$ cat config.mk
export PLATFORM = sky130hd
export DESIGN_NAME = adc_output_scrambler_out_clock_true
export DESIGN_NICKNAME = d
export VERILOG_FILES = /design/src/adc_output_scrambler_out_clock_true.v /design/src/dither_prng.v
export VERILOG_INCLUDE_DIRS = /design/src
export SDC_FILE = /design/constraint.sdc
export NUM_CORES = 1
export LEC_CHECK = 0
export BUFFER_PORTS_ARGS = -buffer_cell sky130_fd_sc_hd__buf_2
export CELL_PAD_IN_SITES_DETAIL_PLACEMENT = 2
export CELL_PAD_IN_SITES_GLOBAL_PLACEMENT = 2
export CORE_ASPECT_RATIO = 1.4
export CORE_MARGIN = 8
export CORE_UTILIZATION = 30
export CTS_BUF_LIST = sky130_fd_sc_hd__clkbuf_4
export CTS_CLUSTER_SIZE = 12
export DETAILED_ROUTE_END_ITERATION = 16
export GPL_TIMING_DRIVEN = 0
export PLACE_DENSITY_LB_ADDON = 0.1
export SLEW_MARGIN = 10
export SYNTH_ARGS = -nofsm -noshare
export SYNTH_HDL_FRONTEND = slang
export SYNTH_SLANG_ARGS = --single-unit
$ cat constraint.sdc
create_clock -name clk -period 2.91 [get_ports clk]
set_input_delay 0.7275 -clock clk [delete_from_list [all_inputs] [get_ports clk]]
set_output_delay 0.7275 -clock clk [all_outputs]
set_load 0.01 [all_outputs]
$ cat src/adc_out_defines.vh
`ifndef ADC_OUT_DEFINES_VH
`define ADC_OUT_DEFINES_VH
// ************************************************************
// Register map (AXI4-Lite byte addresses)
// ************************************************************
`define REG_CTRL 4'h0
`define REG_STATUS 4'h4
`define REG_MASK 4'h8
`define REG_SAMPLE 4'hC
// ************************************************************
// Control fields
// ************************************************************
`define CTRL_DITHER_BIT 0
`define CTRL_RESET_VAL 32'h00000000
// ************************************************************
// Interrupt status fields
// ************************************************************
`define ST_SAMPLE_BIT 0
`define ST_RANGE_BIT 1
`define ST_WIDTH 2
// ************************************************************
// Generator and response codes
// ************************************************************
`define LFSR_SEED 16'hACE1
`define LFSR_TAPS 16'hB400
`define RESP_OKAY 2'b00
`define RESP_SLVERR 2'b10
`endif

$ cat src/adc_output_scrambler_out_clock_true.v
`timescale 1ns/1ps
`include "adc_out_defines.vh"
// Functional notes
// - Drive delayed sample clock on true and complement outputs.
// - Data outputs change as true clock falls and complement rises.
// - When scrambling, XOR every non-LSB data bit with the LSB.
// - Scrambling leaves LSB, range flag and output clocks untouched.
// - Scramble only while scramble enable is high, else plain word.
// - Dither mode switchable; off means no dither value involved.
// - Dither value comes each sample from long-sequence pseudo-random generator.
// - Subtract the same injected dither value from that sample's result.
// - Each result is a sixteen-bit parallel word.
// - Output word offset binary or two's complement per format input.
// - Range flag high when input exceeds range either way, else low.
module adc_output_scrambler_out_clock_true #(
  parameter WIDTH = 16
) (
  input wire clk,
  input wire reset,
  input wire sampleClock,
  input wire [WIDTH-1:0] rawResult,
  input wire overRange,
  input wire underRange,
  input wire scramble_enable,
  input wire formatTwos,
  output reg [WIDTH-1:0] dataOut,
  output reg range_exceeded_flag,
  output reg out_clock_true,
  output reg out_clock_comp,
  output reg [WIDTH-1:0] ditherOut,
  output reg irq,
  input wire [31:0] s_axi_awaddr,
  input wire s_axi_awvalid,
  output reg s_axi_awready,
  input wire [31:0] s_axi_wdata,
  input wire [3:0] s_axi_wstrb,
  input wire s_axi_wvalid,
  output reg s_axi_wready,
  output reg [1:0] s_axi_bresp,
  output reg s_axi_bvalid,
  input wire s_axi_bready,
  input wire [31:0] s_axi_araddr,
  input wire s_axi_arvalid,
  output reg s_axi_arready,
  output reg [31:0] s_axi_rdata,
  output reg [1:0] s_axi_rresp,
  output reg s_axi_rvalid,
  input wire s_axi_rready
);
  // ************************************************************
  // Input synchronisers
  // ************************************************************
  reg [2:0] clkSync_reg;
  reg [1:0] scrSync_reg;
  reg [1:0] fmtSync_reg;
  reg [1:0] ovSync_reg;
  reg [1:0] unSync_reg;
  reg [WIDTH-1:0] dataMeta_reg;
  reg [WIDTH-1:0] dataSync_reg;
  wire sampleRise;
  wire sampleFall;

  always @(posedge clk) begin
    if (reset) begin
      clkSync_reg <= 3'h0;
      scrSync_reg <= 2'h0;
      fmtSync_reg <= 2'h0;
      ovSync_reg <= 2'h0;
      unSync_reg <= 2'h0;
      dataMeta_reg <= {WIDTH{1'b0}};
      dataSync_reg <= {WIDTH{1'b0}};
    end else begin
      clkSync_reg <= {clkSync_reg[1:0], sampleClock};
      scrSync_reg <= {scrSync_reg[0], scramble_enable};
      fmtSync_reg <= {fmtSync_reg[0], formatTwos};
      ovSync_reg <= {ovSync_reg[0], overRange};
      unSync_reg <= {unSync_reg[0], underRange};
      dataMeta_reg <= rawResult;
      dataSync_reg <= dataMeta_reg;
    end
  end

  assign sampleRise = clkSync_reg[1] & ~clkSync_reg[2];
  assign sampleFall = ~clkSync_reg[1] & clkSync_reg[2];

  // ************************************************************
  // Output word pipeline
  // ************************************************************
  reg [31:0] ctrl_reg;
  wire [WIDTH-1:0] prngValue;
  wire [WIDTH-1:0] corrected;
  wire [WIDTH-1:0] formatted;
  wire [WIDTH-1:0] scrambled;
  wire overflowNow;

  function [WIDTH-1:0] scramble;
    input [WIDTH-1:0] word;
    begin
      scramble = word ^ {{(WIDTH-1){word[0]}}, 1'b0};
    end
  endfunction

  dither_prng #(
    .WIDTH(WIDTH)
  ) uPrng (
    .clk(clk),
    .reset(reset),
    .step(sampleRise),
    .value(prngValue)
  );

  // Raw result carries the value injected at this sample, which the
  // generator still holds until the next sample rise
  assign corrected = ctrl_reg[`CTRL_DITHER_BIT] ? (dataSync_reg - prngValue) : dataSync_reg;
  assign formatted = fmtSync_reg[1] ? {~corrected[WIDTH-1], corrected[WIDTH-2:0]} : corrected;
  assign scrambled = scrSync_reg[1] ? scramble(formatted) : formatted;
  assign overflowNow = ovSync_reg[1] | unSync_reg[1];

  always @(posedge clk) begin
    if (reset) begin
      dataOut <= {WIDTH{1'b0}};
      range_exceeded_flag <= 1'b0;
      out_clock_true <= 1'b0;
      out_clock_comp <= 1'b1;
      ditherOut <= {WIDTH{1'b0}};
    end else begin
      if (sampleRise) begin
        out_clock_true <= 1'b1;
        out_clock_comp <= 1'b0;
      end else if (sampleFall) begin
        out_clock_true <= 1'b0;
        out_clock_comp <= 1'b1;
        dataOut <= scrambled;
        range_exceeded_flag <= overflowNow;
        ditherOut <= ctrl_reg[`CTRL_DITHER_BIT] ? prngValue : {WIDTH{1'b0}};
      end
    end
  end

  // ************************************************************
  // Interrupt status and mask
  // ************************************************************
  reg [`ST_WIDTH-1:0] status_reg;
  reg [`ST_WIDTH-1:0] mask_reg;
  reg [`ST_WIDTH-1:0] status_next;
  wire [`ST_WIDTH-1:0] events;
  wire wrFire;
  wire [31:0] wrData;
  wire [3:0] wrAddr;
  reg awHigh_reg;
  reg wStrb_reg;

  assign events = {sampleFall & overflowNow, sampleFall};

  always @* begin
    status_next = status_reg;
    if (wrFire && !awHigh_reg && wrAddr == `REG_STATUS && wStrb_reg) begin
      status_next = status_next & ~wrData[`ST_WIDTH-1:0];
    end
    status_next = status_next | events;
  end

  always @(posedge clk) begin
    if (reset) begin
      status_reg <= {`ST_WIDTH{1'b0}};
      irq <= 1'b0;
    end else begin
      status_reg <= status_next;
      irq <= |(status_next & mask_reg);
    end
  end

  // ************************************************************
  // AXI4-Lite write channel
  // ************************************************************
  reg awHeld_reg;
  reg wHeld_reg;
  reg [3:0] awAddr_reg;
  reg [31:0] wData_reg;

  assign wrFire = awHeld_reg & wHeld_reg & ~s_axi_bvalid;
  assign wrAddr = awAddr_reg;
  assign wrData = wData_reg;

  always @(posedge clk) begin
    if (reset) begin
      awHeld_reg <= 1'b0;
      wHeld_reg <= 1'b0;
      awAddr_reg <= 4'h0;
      wData_reg <= 32'h00000000;
      awHigh_reg <= 1'b0;
      wStrb_reg <= 1'b0;
      s_axi_awready <= 1'b0;
      s_axi_wready <= 1'b0;
      s_axi_bvalid <= 1'b0;
      s_axi_bresp <= `RESP_OKAY;
      ctrl_reg <= `CTRL_RESET_VAL;
      mask_reg <= {`ST_WIDTH{1'b0}};
    end else begin
      s_axi_awready <= ~awHeld_reg & ~s_axi_awready & s_axi_awvalid;
      s_axi_wready <= ~wHeld_reg & ~s_axi_wready & s_axi_wvalid;
      if (s_axi_awvalid && s_axi_awready) begin
        awHeld_reg <= 1'b1;
        awAddr_reg <= s_axi_awaddr[3:0];
        awHigh_reg <= |s_axi_awaddr[31:4];
      end
      if (s_axi_wvalid && s_axi_wready) begin
        wHeld_reg <= 1'b1;
        wData_reg <= s_axi_wdata;
        wStrb_reg <= s_axi_wstrb[0];
      end
      if (wrFire) begin
        s_axi_bvalid <= 1'b1;
        s_axi_bresp <= `RESP_OKAY;
        // Upper address bits set select an unused index
        case (awHigh_reg ? 4'h1 : wrAddr)
          `REG_CTRL: begin
            if (wStrb_reg) begin
              ctrl_reg[`CTRL_DITHER_BIT] <= wrData[`CTRL_DITHER_BIT];
            end
          end
          `REG_MASK: begin
            if (wStrb_reg) begin
              mask_reg <= wrData[`ST_WIDTH-1:0];
            end
          end
          `REG_STATUS: begin
          end
          default: begin
            s_axi_bresp <= `RESP_SLVERR;
          end
        endcase
      end
      if (s_axi_bvalid && s_axi_bready) begin
        s_axi_bvalid <= 1'b0;
        awHeld_reg <= 1'b0;
        wHeld_reg <= 1'b0;
      end
    end
  end

  // ************************************************************
  // AXI4-Lite read channel
  // ************************************************************
  always @(posedge clk) begin
    if (reset) begin
      s_axi_arready <= 1'b0;
      s_axi_rvalid <= 1'b0;
      s_axi_rdata <= 32'h00000000;
      s_axi_rresp <= `RESP_OKAY;
    end else begin
      s_axi_arready <= ~s_axi_arready & ~s_axi_rvalid & s_axi_arvalid;
      if (s_axi_arvalid && s_axi_arready) begin
        s_axi_rvalid <= 1'b1;
        s_axi_rresp <= `RESP_OKAY;
        case ((|s_axi_araddr[31:4]) ? 4'h1 : s_axi_araddr[3:0])
          `REG_CTRL: s_axi_rdata <= ctrl_reg;
          `REG_STATUS: s_axi_rdata <= {{(32-`ST_WIDTH){1'b0}}, status_reg};
          `REG_MASK: s_axi_rdata <= {{(32-`ST_WIDTH){1'b0}}, mask_reg};
          `REG_SAMPLE: s_axi_rdata <= {{(32-WIDTH-1){1'b0}}, range_exceeded_flag, dataOut};
          default: begin
            s_axi_rdata <= 32'h00000000;
            s_axi_rresp <= `RESP_SLVERR;
          end
        endcase
      end else if (s_axi_rvalid && s_axi_rready) begin
        s_axi_rvalid <= 1'b0;
      end
    end
  end
endmodule

$ cat src/dither_prng.v
`timescale 1ns/1ps
`include "adc_out_defines.vh"
// ************************************************************
// Long-sequence pseudo-random generator, one step per enable
// ************************************************************
module dither_prng #(
  parameter WIDTH = 16
) (
  input wire clk,
  input wire reset,
  input wire step,
  output wire [WIDTH-1:0] value
);
  reg [WIDTH-1:0] state_reg;
  reg [WIDTH-1:0] state_next;

  always @* begin
    state_next = state_reg;
    if (step) begin
      if (state_reg[0]) begin
        state_next = (state_reg >> 1) ^ `LFSR_TAPS;
      end else begin
        state_next = state_reg >> 1;
      end
    end
  end

  always @(posedge clk) begin
    if (reset) begin
      state_reg <= `LFSR_SEED;
    end else begin
      state_reg <= state_next;
    end
  end

  assign value = state_reg;
endmodule
# After elaboration in Yosys (flattened, before gate mapping)
# Cells that the tools add are included.
# word_totals
in_bits,128
out_inout_bits,77
register_bits,151
elab_cells,106
# op_classes
n_reduce_logical,22
n_mux,17
eq_ne,6
bitwise_logic,29
add_sub_neg,1
# ops
cell,count
$mux W16,5
$pmux W17 S4,1
$reduce_or A28 Y1,2
$sub A16 B16 Y16,1
$xor A16 B16 Y16,1
$eq A4 B3 Y1 const B,3
$eq A4 B4 Y1 const B,3
$and A1 B1 Y1,11
$not A1 Y1,11
$logic_and A1 B1 Y1,8
$logic_not A4 Y1,2
$mux W4,2
$mux W1,6
$mux W2,3
$reduce_and A3 Y1,2
$and A2 B2 Y2,2
$not A3 Y4,1
$reduce_bool A2 Y1,2
$reduce_or A2 Y1,2
$reduce_or A4 Y1,1
$reduce_or A3 Y1,1
$not A2 Y2,1
$or A2 B2 Y2,1
$reduce_and A2 Y1,1
2 further kinds,2

# Logic depth before layout (Yosys ltp)
# Gate-level depths: netlist of the first run.
# logic_depth
word_depth,9
mapped_depth,9
ltp_nobuf,9

# Cells and area by module
# From an unflattened synthesis of the first run, not the netlist that was laid out.
# unflattened
cells_unflattened,648
hier_area_um2,5900.7
# by_module_without_submodules
mod,cells_per_inst,area_each_um2,instances,seq_area_each_um2
adc_output_scrambler_out_clock_true,592,5270.1,1,2362.3
dither_prng,56,630.6,1,320.3

# Least setup slack after synthesis of the first run
# Ideal clock, no wire load.
# synth_timing
path_type,register to register
start,register dataSync_reg[0]
end,register dataOut[8]
n_path_buf,0
arrival_ns,2.391
setup_ns,0.075
slack_ns,0.445
synth_period_minus_slack_ns,2.465
required_ns,2.835
stages_incl_launch_ff,10
path_cell_list,dfxtp_1 -> inv_1 -> ha_1 -> fa_1 -> nor2b_1 -> o2111ai_1 -> a21oi_1 -> mux2_4 -> or4_1 -> a31oi_1
# synth_between
elab_chain_cells,5
# synth_lines
element,line_no,source
from (decl),adc_output_scrambler_out_clock_true.v:59,reg [WIDTH-1:0] dataSync_reg;
from (signal assigned),adc_output_scrambler_out_clock_true.v:71,dataSync_reg <= {WIDTH{1'b0}};
from (signal assigned),adc_output_scrambler_out_clock_true.v:79,dataSync_reg <= dataMeta_reg;
$sub A16 B16 Y16,adc_output_scrambler_out_clock_true.v:114,assign corrected = ctrl_reg[`CTRL_DITHER_BIT] ? (dataSync_reg - prngValue) : dataSync_reg;
$mux W16 *,adc_output_scrambler_out_clock_true.v:114,
$mux W16 *,adc_output_scrambler_out_clock_true.v:115,"assign formatted = fmtSync_reg[1] ? {~corrected[WIDTH-1], corrected[WIDTH-2:0]} : corrected;"
$xor A16 B16 Y16,adc_output_scrambler_out_clock_true.v:99,"scramble = word ^ {{(WIDTH-1){word[0]}}, 1'b0};"
$mux W16 *,adc_output_scrambler_out_clock_true.v:116,assign scrambled = scrSync_reg[1] ? scramble(formatted) : formatted;
to (signal assigned),adc_output_scrambler_out_clock_true.v:121,dataOut <= {WIDTH{1'b0}};
to (signal assigned),adc_output_scrambler_out_clock_true.v:133,dataOut <= scrambled;
to (decl),adc_output_scrambler_out_clock_true.v:26,"output reg [WIDTH-1:0] dataOut,"
# Every way passes the cells marked *; elsewhere a longest branch is shown, timed or not.
# A chain may end at the register's enable or synchronous reset.

# Final worst setup path of the first run
# Same ends and word-level chain as after synthesis.

==> impl_metrics.ini, run 1 <==
[run_status]
outcome = finished, final reports clean

[pwr]
clkPwrFrac_pct = 39.1
leakagePower_uw = 0.003134
swShare_pct = 27.37
internal_power_uw = 2750
power.density_nw_per_um2 = 504.5
power_frac_comb_pct = 10.3
sequentialPowerShare_pct = 50.6
peakVddDrop_v = 0.0002160
p_switching_uw = 1036

[yosys]
synth_area_leaders = dfxtp_1 45%, nor2b_1 5.2%, nand2_1 4.2%, a21oi_1 4.2%, ha_1 3.5%
syn_inst = 686
async_reset_ff_share_pct = 0
synth-seq-cells = 134
synth_top_area_share_pct = 44.60
yosys.cell_types.count = 71
ys_seq_area_share_pct = 44.60
synth_edf_count = 0
synth_top_family_by_area = simple AND/OR/NAND/NOR gates
yosys_most_used_dff = dfxtp_1
synth_mux_area_share_pct = 3.287
syn_area_per_cell_um2 = 8.768
synth-simple-area-share_pct = 23.20
synthAdderAreaFrac_pct = 3.869
synth_xor_xnor_area_share_pct = 1.019
yosysWarningCount = 0
synth.largest_area_cell = dfxtp_1
syn_area_um2 = 6015
synth-compound-area-share_pct = 17.04

[routing]
route.detailed.drc = 0
num_vias = 5784
antenna_left = 0
drtIter0Drc = 175
avgViaCountPerCell = 5.069
wl_per_cell_um = 20.15
routed_wl_um = 22990
firstDrtPassIters = 6

[clock_tree]
cts_tree = built
numClockSinks = 134
clkSlewWorstSetupHoldPaths_ps = 130
post_cts_buffers = 0
clk_path_buf_depth = 2
worstSkewPairLatency_ps = 570
cts_made_buffers = 17
htreeDepth = 4
root_buffer = clkbuf_4

[timing]
fmax_ghz = 0.3614
skew_ps = 28.26
setup_viol = 0
fin_crit_sh_pct = 95.10
worst_pin_slew_ps = 986.3
period_needed_ps = 2767
relSlewSlack_pct = 34.25
maxSlewViolCount = 0
setup-tns-final_ps = 0
rsz0062_at_grt = no
hold_viol_final = 0
fin_hold_ws_ps = 369.8

[min_path]
min_from = rawResult[10]
hold_path.class = in -> reg
hold-path-endpoint = dataMeta_reg[10]
whs_path_depth = 2

[final_layout]
final_common_cell = buf_2
drive_above_1_share_pct = 25.79
fin_nets = 1021
fin_cells = 1141
area_growth_pct = 24.80
largest_register_ffs = 17
top_register = s_axi_rdata
final_cell_mix = 157 x buf_2, 134 x dfxtp_1, 68 x nand2_1
postLayoutCoreUtil_pct = 37.97

[run]
drv_cap = 0

[setup_path]
cp.required_ps = 3390
r2r-start = dataSync_reg[0]
r2r_end = dataOut[8]
cp-start-kind = flop
slowest_stage = or4_1
r2r.worst_path.cells = 9
arrival_ps = 3240
crit_path_max_fanout = 4
max_stage_delay_ps = 480
endpoint_kind = flop
r2r_setup_slack_ps = 140
crit_type = reg -> reg
critical_path.cell_chain = inv_1 > ha_1 > fa_1 > nor2b_2 > o2111ai_2 > a21oi_1 > mux2_4 > or4_1 > a31oi_1

[floorplanning]
die-area_um2 = 24900
die_h_um = 183.5
ios = 205
start_util_pct = 30.43
core_region_area_um2 = 19770
die_x_um = 135.7
num_rows = 61

[global_routing]
grt_pass1_wl_um = 35990
grt_pass1_vias = 6720
antenna_found_initial = 1
grt_use_total_pct = 18.82
overflow = 0
grt_max_degree = 17

[placed_design]
place_inst = 1108
dp_hpwl_um = 18770
port_buffers = 154
gp_congestion = 0.8695
power by group through the flow:
stage          Clock, uW  Sequential (uW)  Combinational (uW)
6_report            1480             1920                 388
5_1_grt             1600             1920                 431
4_1_cts             1530             1920                 390
3_5_place_dp           0             1960                 387
3_3_place_gp           0             1960                 371
2_1_floorplan          0             1950                 225
layout make-up:
class                           count  area [um2]
Buffer                             57       305.3
Clock buffer                       18       135.1
Inverter                           30       112.6
Timing Repair Buffer              154       770.7
Tap cell                          252       315.3
Clock inverter                     14       197.7
Fill cell                        2280       12260
Sequential cell                   134        2683
Multi-Input combinational cell    481        2984
Antenna cell                        1       2.502
worst max-delay path by stage:
stage / end / slack (ps) / depth (start not counted) / start
6_report: dataOut[8] / 140 / 9 / dataSync_reg[0]
5_1_grt: dataOut[8] / 20 / 9 / dataSync_reg[0]
4_1_cts: dataOut[8] / 2 / 9 / dataSync_reg[0]
3_5_place_dp: s_axi_rdata[10] / -180 / 9 / s_axi_araddr[14]
3_3_place_gp: s_axi_rdata[7] / 60 / 9 / s_axi_araddr[21]
2_1_floorplan: dataOut[8] / 440 / 9 / dataSync_reg[0]
cells in the mapped netlist, drive strengths merged, types with 7 or more instances:
| library cell | instances |
|---|---|
| a211oi | 8 |
| a21oi | 50 |
| a22oi | 15 |
| a31oi | 8 |
| buf | 32 |
| clkbuf | 25 |
| dfxtp | 134 |
| ha | 17 |
| inv | 30 |
| mux2i | 16 |
| nand2 | 68 |
| nand3 | 36 |
| nand4 | 8 |
| nor2 | 52 |
| nor2b | 50 |
| nor4 | 17 |
| o211ai | 7 |
| o21ai | 19 |
kinds of logic (layout without fill, tap and decap cells):
group / after synthesis / after routing
muxes: 19 / 19
AOI/OAI and AO/OA: 149 / 149
and+or+nand+nor: 271 / 271
DFF: 134 / 134
other: 1 / 18
xor gates and xnor gates: 7 / 7
adders and majority gates: 18 / 18
buffers and inverters: 87 / 273
metrics by stage:
stage          setup WS [ps]  power, uW  cell area [um2]
6_report               142.7       3786             7506
5_1_grt                17.86       3954             7506
4_1_cts                2.329       3842             7493
3_5_place_dp          -184.7       2346             7161
3_3_place_gp           57.26       2328             7161
2_1_floorplan          444.6       2174             6075
critical path, delay by kind of cell, from the launching register on:
family          cells  cell delay (ps)
compound gates      3              580
fa+ha+maj           2              640
buf+inv             1               60
flops               1              380
mux                 1              350
simple gates        2              690
layer usage:
layer,vias up,GRT usage (%),wire length (um)
met1,2829,18.51,8480
met5,-,0,0
met4,0,7.843,671
li1,2771,-,-
met3,33,4.294,1070
met2,151,36.36,12760
what timing repair did:
| item | in CTS | in global routing |
|---|---|---|
| hold buffers | 0 | 0 |
| setup endpoints to repair | 0 | 7 |
| resized for setup | 0 | 4 |
(Power assumes the default switching activity.)
==> run 2: changes to the inputs <==
- PLACE_DENSITY: not set -> 0.8
- PLACE_DENSITY_LB_ADDON: 0.1 -> not set
==> run 2 against run 1 <==
Net effect: sequential share of layout area grew 0.11 points; core utilization shrank 0.095 points; wire length down 2.2%; sequential cell count is the same; register-to-register slack lost 40 ps; via count about the same; clock power decreased by 5%; setup slack worse by 43 ps; critical path depth unchanged; clock-buffer cell count shrank 1; total power fell by 2.3%; sequential power hardly changed; critical path type unchanged; largest cell class unchanged.
==> impl_metrics.ini, run 2 (same netlist as run 1, synthesis figures left out) <==
[run_status]
outcome = finished, final reports clean

[setup_path]
slowest_stage = or4_1
critical_path.cell_chain = inv_1 > ha_1 > fa_1 > nor2b_4 > o2111ai_2 > a21oi_2 > mux2_4 > or4_1 > a31oi_1
cp.required_ps = 3390
r2r.worst_path.cells = 9
crit_path_max_fanout = 4
crit_type = reg -> reg
max_stage_delay_ps = 480
endpoint_kind = flop
cp.depth = 9
crit_buf_inv = 1
cp-start-kind = flop
path_delay_family = compound AO/OA/AOI/OAI gates
arrival_ps = 3290

[timing]
period_needed_ps = 2810
rsz0062_at_grt = no
maxSlewViolCount = 0
skew_ps = 17.58
fin_hold_ws_ps = 354.4
relSlewSlack_pct = 48.97
fmax_ghz = 0.3558
fin_crit_sh_pct = 96.57
setup_viol = 0
worst_pin_slew_ps = 765.5
hold_viol_final = 0
setup_ws_ps = 99.81

[clock_tree]
cts_made_buffers = 17
clk_path_buf_depth = 2
worstSkewPairLatency_ps = 560
numClockSinks = 134
post_cts_buffers = 0
root_buffer = clkbuf_4
clkSlewWorstSetupHoldPaths_ps = 130
htreeDepth = 4
cts_hold_buf = 0
cts_tree = built

[routing]
route.detailed.drc = 0
avgViaCountPerCell = 5.078
met1_length_um = 8694
num_vias = 5779
top_layer_used = met4
wl_met2_um = 12410
drtIter0Drc = 229
wl_per_cell_um = 19.75
firstDrtPassIters = 6
antenna_left = 0
routed_wl_um = 22470
wl_met3_um = 893

[final_layout]
final_cell_mix = 157 x buf_2, 133 x dfxtp_1, 68 x nand2_1
fin_cells = 1138
area_growth_pct = 24.49
drive_above_1_share_pct = 25.88
fillerInstances = 2271
regArea_um2 = 2684
top_register = s_axi_rdata
final_common_cell = buf_2
fin_nets = 1020
largest_register_ffs = 17
multi_input_area_um2 = 2993

[floorplanning]
die_x_um = 135.7
num_rows = 61
ios = 205
core_region_area_um2 = 19770
die_h_um = 183.5
start_util_pct = 30.43
die-area_um2 = 24900

[min_path]
whs_path_depth = 2
hold_path.class = in -> reg

[placed_design]
dp_hpwl_um = 17840
port_buffers = 154
dp_slack_ps = -1.254
gp_congestion = 0.8657
place_inst = 1108

[global_routing]
grt_pass1_vias = 6434
grt_max_degree = 17
grt_use_total_pct = 18.04
antenna_found_initial = 1
grt_pass1_wl_um = 34510
overflow = 0

[run]
drv_cap = 0

[pwr]
power.density_nw_per_um2 = 494.3
peakVddDrop_v = 0.0002168
leakagePower_uw = 0.003119
## run 2: cell types whose count changed in the layout (fill, tap and decap cells not counted), sizes merged
| cell | before | now |
|---|---|---|
| clkbuf | 43 | 41 |
| clkinvlp | 2 | 4 |
| inv | 35 | 32 |
## run 2: final timing paths
| check | end | startpoint | slack, ps |
|---|---|---|---|
| max | dataOut[8] | dataSync_reg[0] | 100 |
| min | awHeld_reg | s_axi_bready | 350 |
| max reg2reg | dataOut[8] | dataSync_reg[0] | 100 |
| min reg2reg | dataSync_reg[9] | dataMeta_reg[9] | 440 |
## run 2: worst register-to-register path, stage by stage (launching register included)
cell,delay [ps]
dfxtp_2,370
inv_1,50
ha_1,220
fa_1,430
nor2b_4,180
o2111ai_2,190
a21oi_2,260
mux2_4,340
or4_1,480
a31oi_1,210
## run 2: report_power, final
group / leakage, uW / switching [uW] / internal, uW / total, uW
registers: 0.00109 / 33.5 / 1880 / 1920
logic: 0.00187 / 222 / 165 / 386
clock network: 0.000154 / 727 / 670 / 1400
## run 2: through the flow
step	util, %	TNS, ps	total power, uW	area, um2
CTS	37.82	0	3751	7476
global route	37.88	0	3859	7487
global placement	36.22	0	2324	7161
floorplan	-	0	2174	6075
detailed placement	36.22	-1.254	2340	7161
finish	37.88	0	3701	7487
## run 2: metal layers
layer,GRT usage [%],vias up
met5,0,-
met4,6.417,0
met3,4.240,23
met2,34.58,130
met1,18.30,2869
li1,-,2757
## run 2: area by class of cell
cell class                      count  area share [%]
Buffer                             56           4.011
Clock inverter                     13           2.423
Timing Repair Buffer              154           10.29
Inverter                           30           1.504
Antenna cell                        1         0.03342
Tap cell                          252           4.211
Multi-Input combinational cell    481           39.97
Clock buffer                       17           1.705
Sequential cell                   134           35.85
## run 2: repair_timing
action,CTS,global route
setup endpoints to repair,1,1
gates resized for setup,2,3
pin swaps,1,1
==> run 3: changes to the inputs <==
- GPL_TIMING_DRIVEN: 0 -> 1
- RECOVER_POWER: not set -> 25
==> run 3 against run 2 <==
Net effect: clock power barely moved; clock skew is 10 ps higher; sequential share of layout area is 0.75 points higher; sequential cell count stayed put; combinational power shrank 9.6%; cell area decreased by 2.1%; critical path type unchanged; highest routed layer unchanged.
==> impl_metrics.ini, run 3 (same netlist as run 1, synthesis figures left out) <==
[timing]
setup-tns-final_ps = 0
rsz0062_at_grt = no
relSlewSlack_pct = 37.59
fin_crit_sh_pct = 94.91
period_needed_ps = 2762
setup_viol = 0
maxSlewViolCount = 0
setup_ws_ps = 148.2
fmax_ghz = 0.3621
worst_pin_slew_ps = 936.2
hold_viol_final = 0
skew_ps = 27.57

[pwr]
leakagePower_uw = 0.003042
power.density_nw_per_um2 = 503.9
peakVddDrop_v = 0.0001975

[placed_design]
dp_slack_ps = 115.6
gp_congestion = 0.8348
place_area_um2 = 6997
port_buffers = 154
dp_hpwl_um = 16120

[setup_path]
endpoint_kind = flop
crit_path_max_fanout = 4
r2r_end = dataOut[8]
crit_type = reg -> reg
r2r-start = dataSync_reg[0]
cp.required_ps = 3380
r2r.worst_path.cells = 9
arrival_ps = 3230
r2r_setup_slack_ps = 150
cp-start-kind = flop

[final_layout]
drive_above_1_share_pct = 25.89
area_growth_pct = 21.88
fillerInstances = 2274
postLayoutCoreUtil_pct = 37.08
top_register = s_axi_rdata
fin_nets = 979
finalInstanceArea_um2 = 7331
final_common_cell = buf_2
final_cell_mix = 153 x buf_2, 134 x dfxtp_1, 68 x nand2_1
largest_register_ffs = 17

[clock_tree]
cts_tree = built
root_buffer = clkbuf_4
numClockSinks = 134
post_cts_buffers = 0
htreeDepth = 4
cts_hold_buf = 0
cts_made_buffers = 17
worstSkewPairLatency_ps = 550
clkSlewWorstSetupHoldPaths_ps = 140
clk_path_buf_depth = 2

[global_routing]
overflow = 0
grt_use_total_pct = 16.57
grt_max_degree = 121
antenna_found_initial = 1
grt_pass1_vias = 6145
grt_pass1_wl_um = 32420

[floorplanning]
core_region_area_um2 = 19770
ios = 205
die_x_um = 135.7
die-area_um2 = 24900
start_util_pct = 30.43
num_rows = 61
die_h_um = 183.5

[routing]
firstDrtPassIters = 4
met1_length_um = 7806
num_vias = 5584
top_layer_used = met4
antenna_left = 0
wl_met3_um = 918
route.detailed.drc = 0
avgViaCountPerCell = 5.081
routed_wl_um = 20790
drtIter0Drc = 200
wl_met2_um = 11660
wl_per_cell_um = 18.91

[run]
drv_cap = 0

[min_path]
hold-path-endpoint = awHeld_reg
hold_path.class = in -> reg
whs_path_depth = 2
min_from = s_axi_bready

[run_status]
outcome = finished, final reports clean
[run 3: timing repair]
| item | CTS | global route |
|---|---|---|
| hold endpoints to repair | 0 | 0 |
| gates resized for setup | 0 | 2 |
| setup endpoints to repair | 0 | 1 |
[run 3: metal layers]
metal,GRT usage [%],vias to the layer above
li1,-,2686
met1,16.51,2742
met2,32.04,130
met3,4.240,26
met4,5.526,0
met5,0,-
[run 3: how the worst max path moves through the flow]
stage,depth (start not counted),slack (ps),endpoint,from
3_3_place_gp,9,240,dataOut[8],dataSync_reg[0]
4_1_cts,9,30,dataOut[8],dataSync_reg[0]
5_1_grt,9,20,dataOut[8],dataSync_reg[0]
2_1_floorplan,9,440,dataOut[8],dataSync_reg[0]
3_5_place_dp,9,120,dataOut[8],dataSync_reg[0]
6_report,9,150,dataOut[8],dataSync_reg[0]
[run 3: through the flow]
step,cells,hold slack (ps),power [uW]
finish,1099,375.0,3694
global route,1099,335.5,3853
CTS,1098,302.9,3754
detailed placement,1066,427.0,2307
global placement,1066,417.0,2291
floorplan,702,413.8,2174
[run 3: layout make-up]
class                   count  area (um2)  share of cell area (%)
diodes                      1       2.502                 0.03414
clock buffers              20       150.1                   2.048
clock inverters            12       177.7                   2.424
inverters                  30       112.6                   1.536
multi-input cells         481        2983                   40.69
flip-flops and latches    134        2683                   36.59
well taps                 252       315.3                   4.301
repair buffers            169       907.1                   12.37
[run 3: worst max-delay path: stages (launching register included)]
cell and delay (ps):
dfxtp_1 350, inv_1 50, ha_1 220, fa_1 440
nor2b_4 180, o2111ai_1 200, a21oi_1 230, mux2_4 340
or4_1 480, a31oi_1 200
[run 3: where the power goes]
group / leakage, uW / switching, uW / internal [uW]
combinational: 0.00178 / 202 / 147
clock: 0.000167 / 717 / 711
sequential: 0.00109 / 33.5 / 1880
total: 0.00304 / 953 / 2740
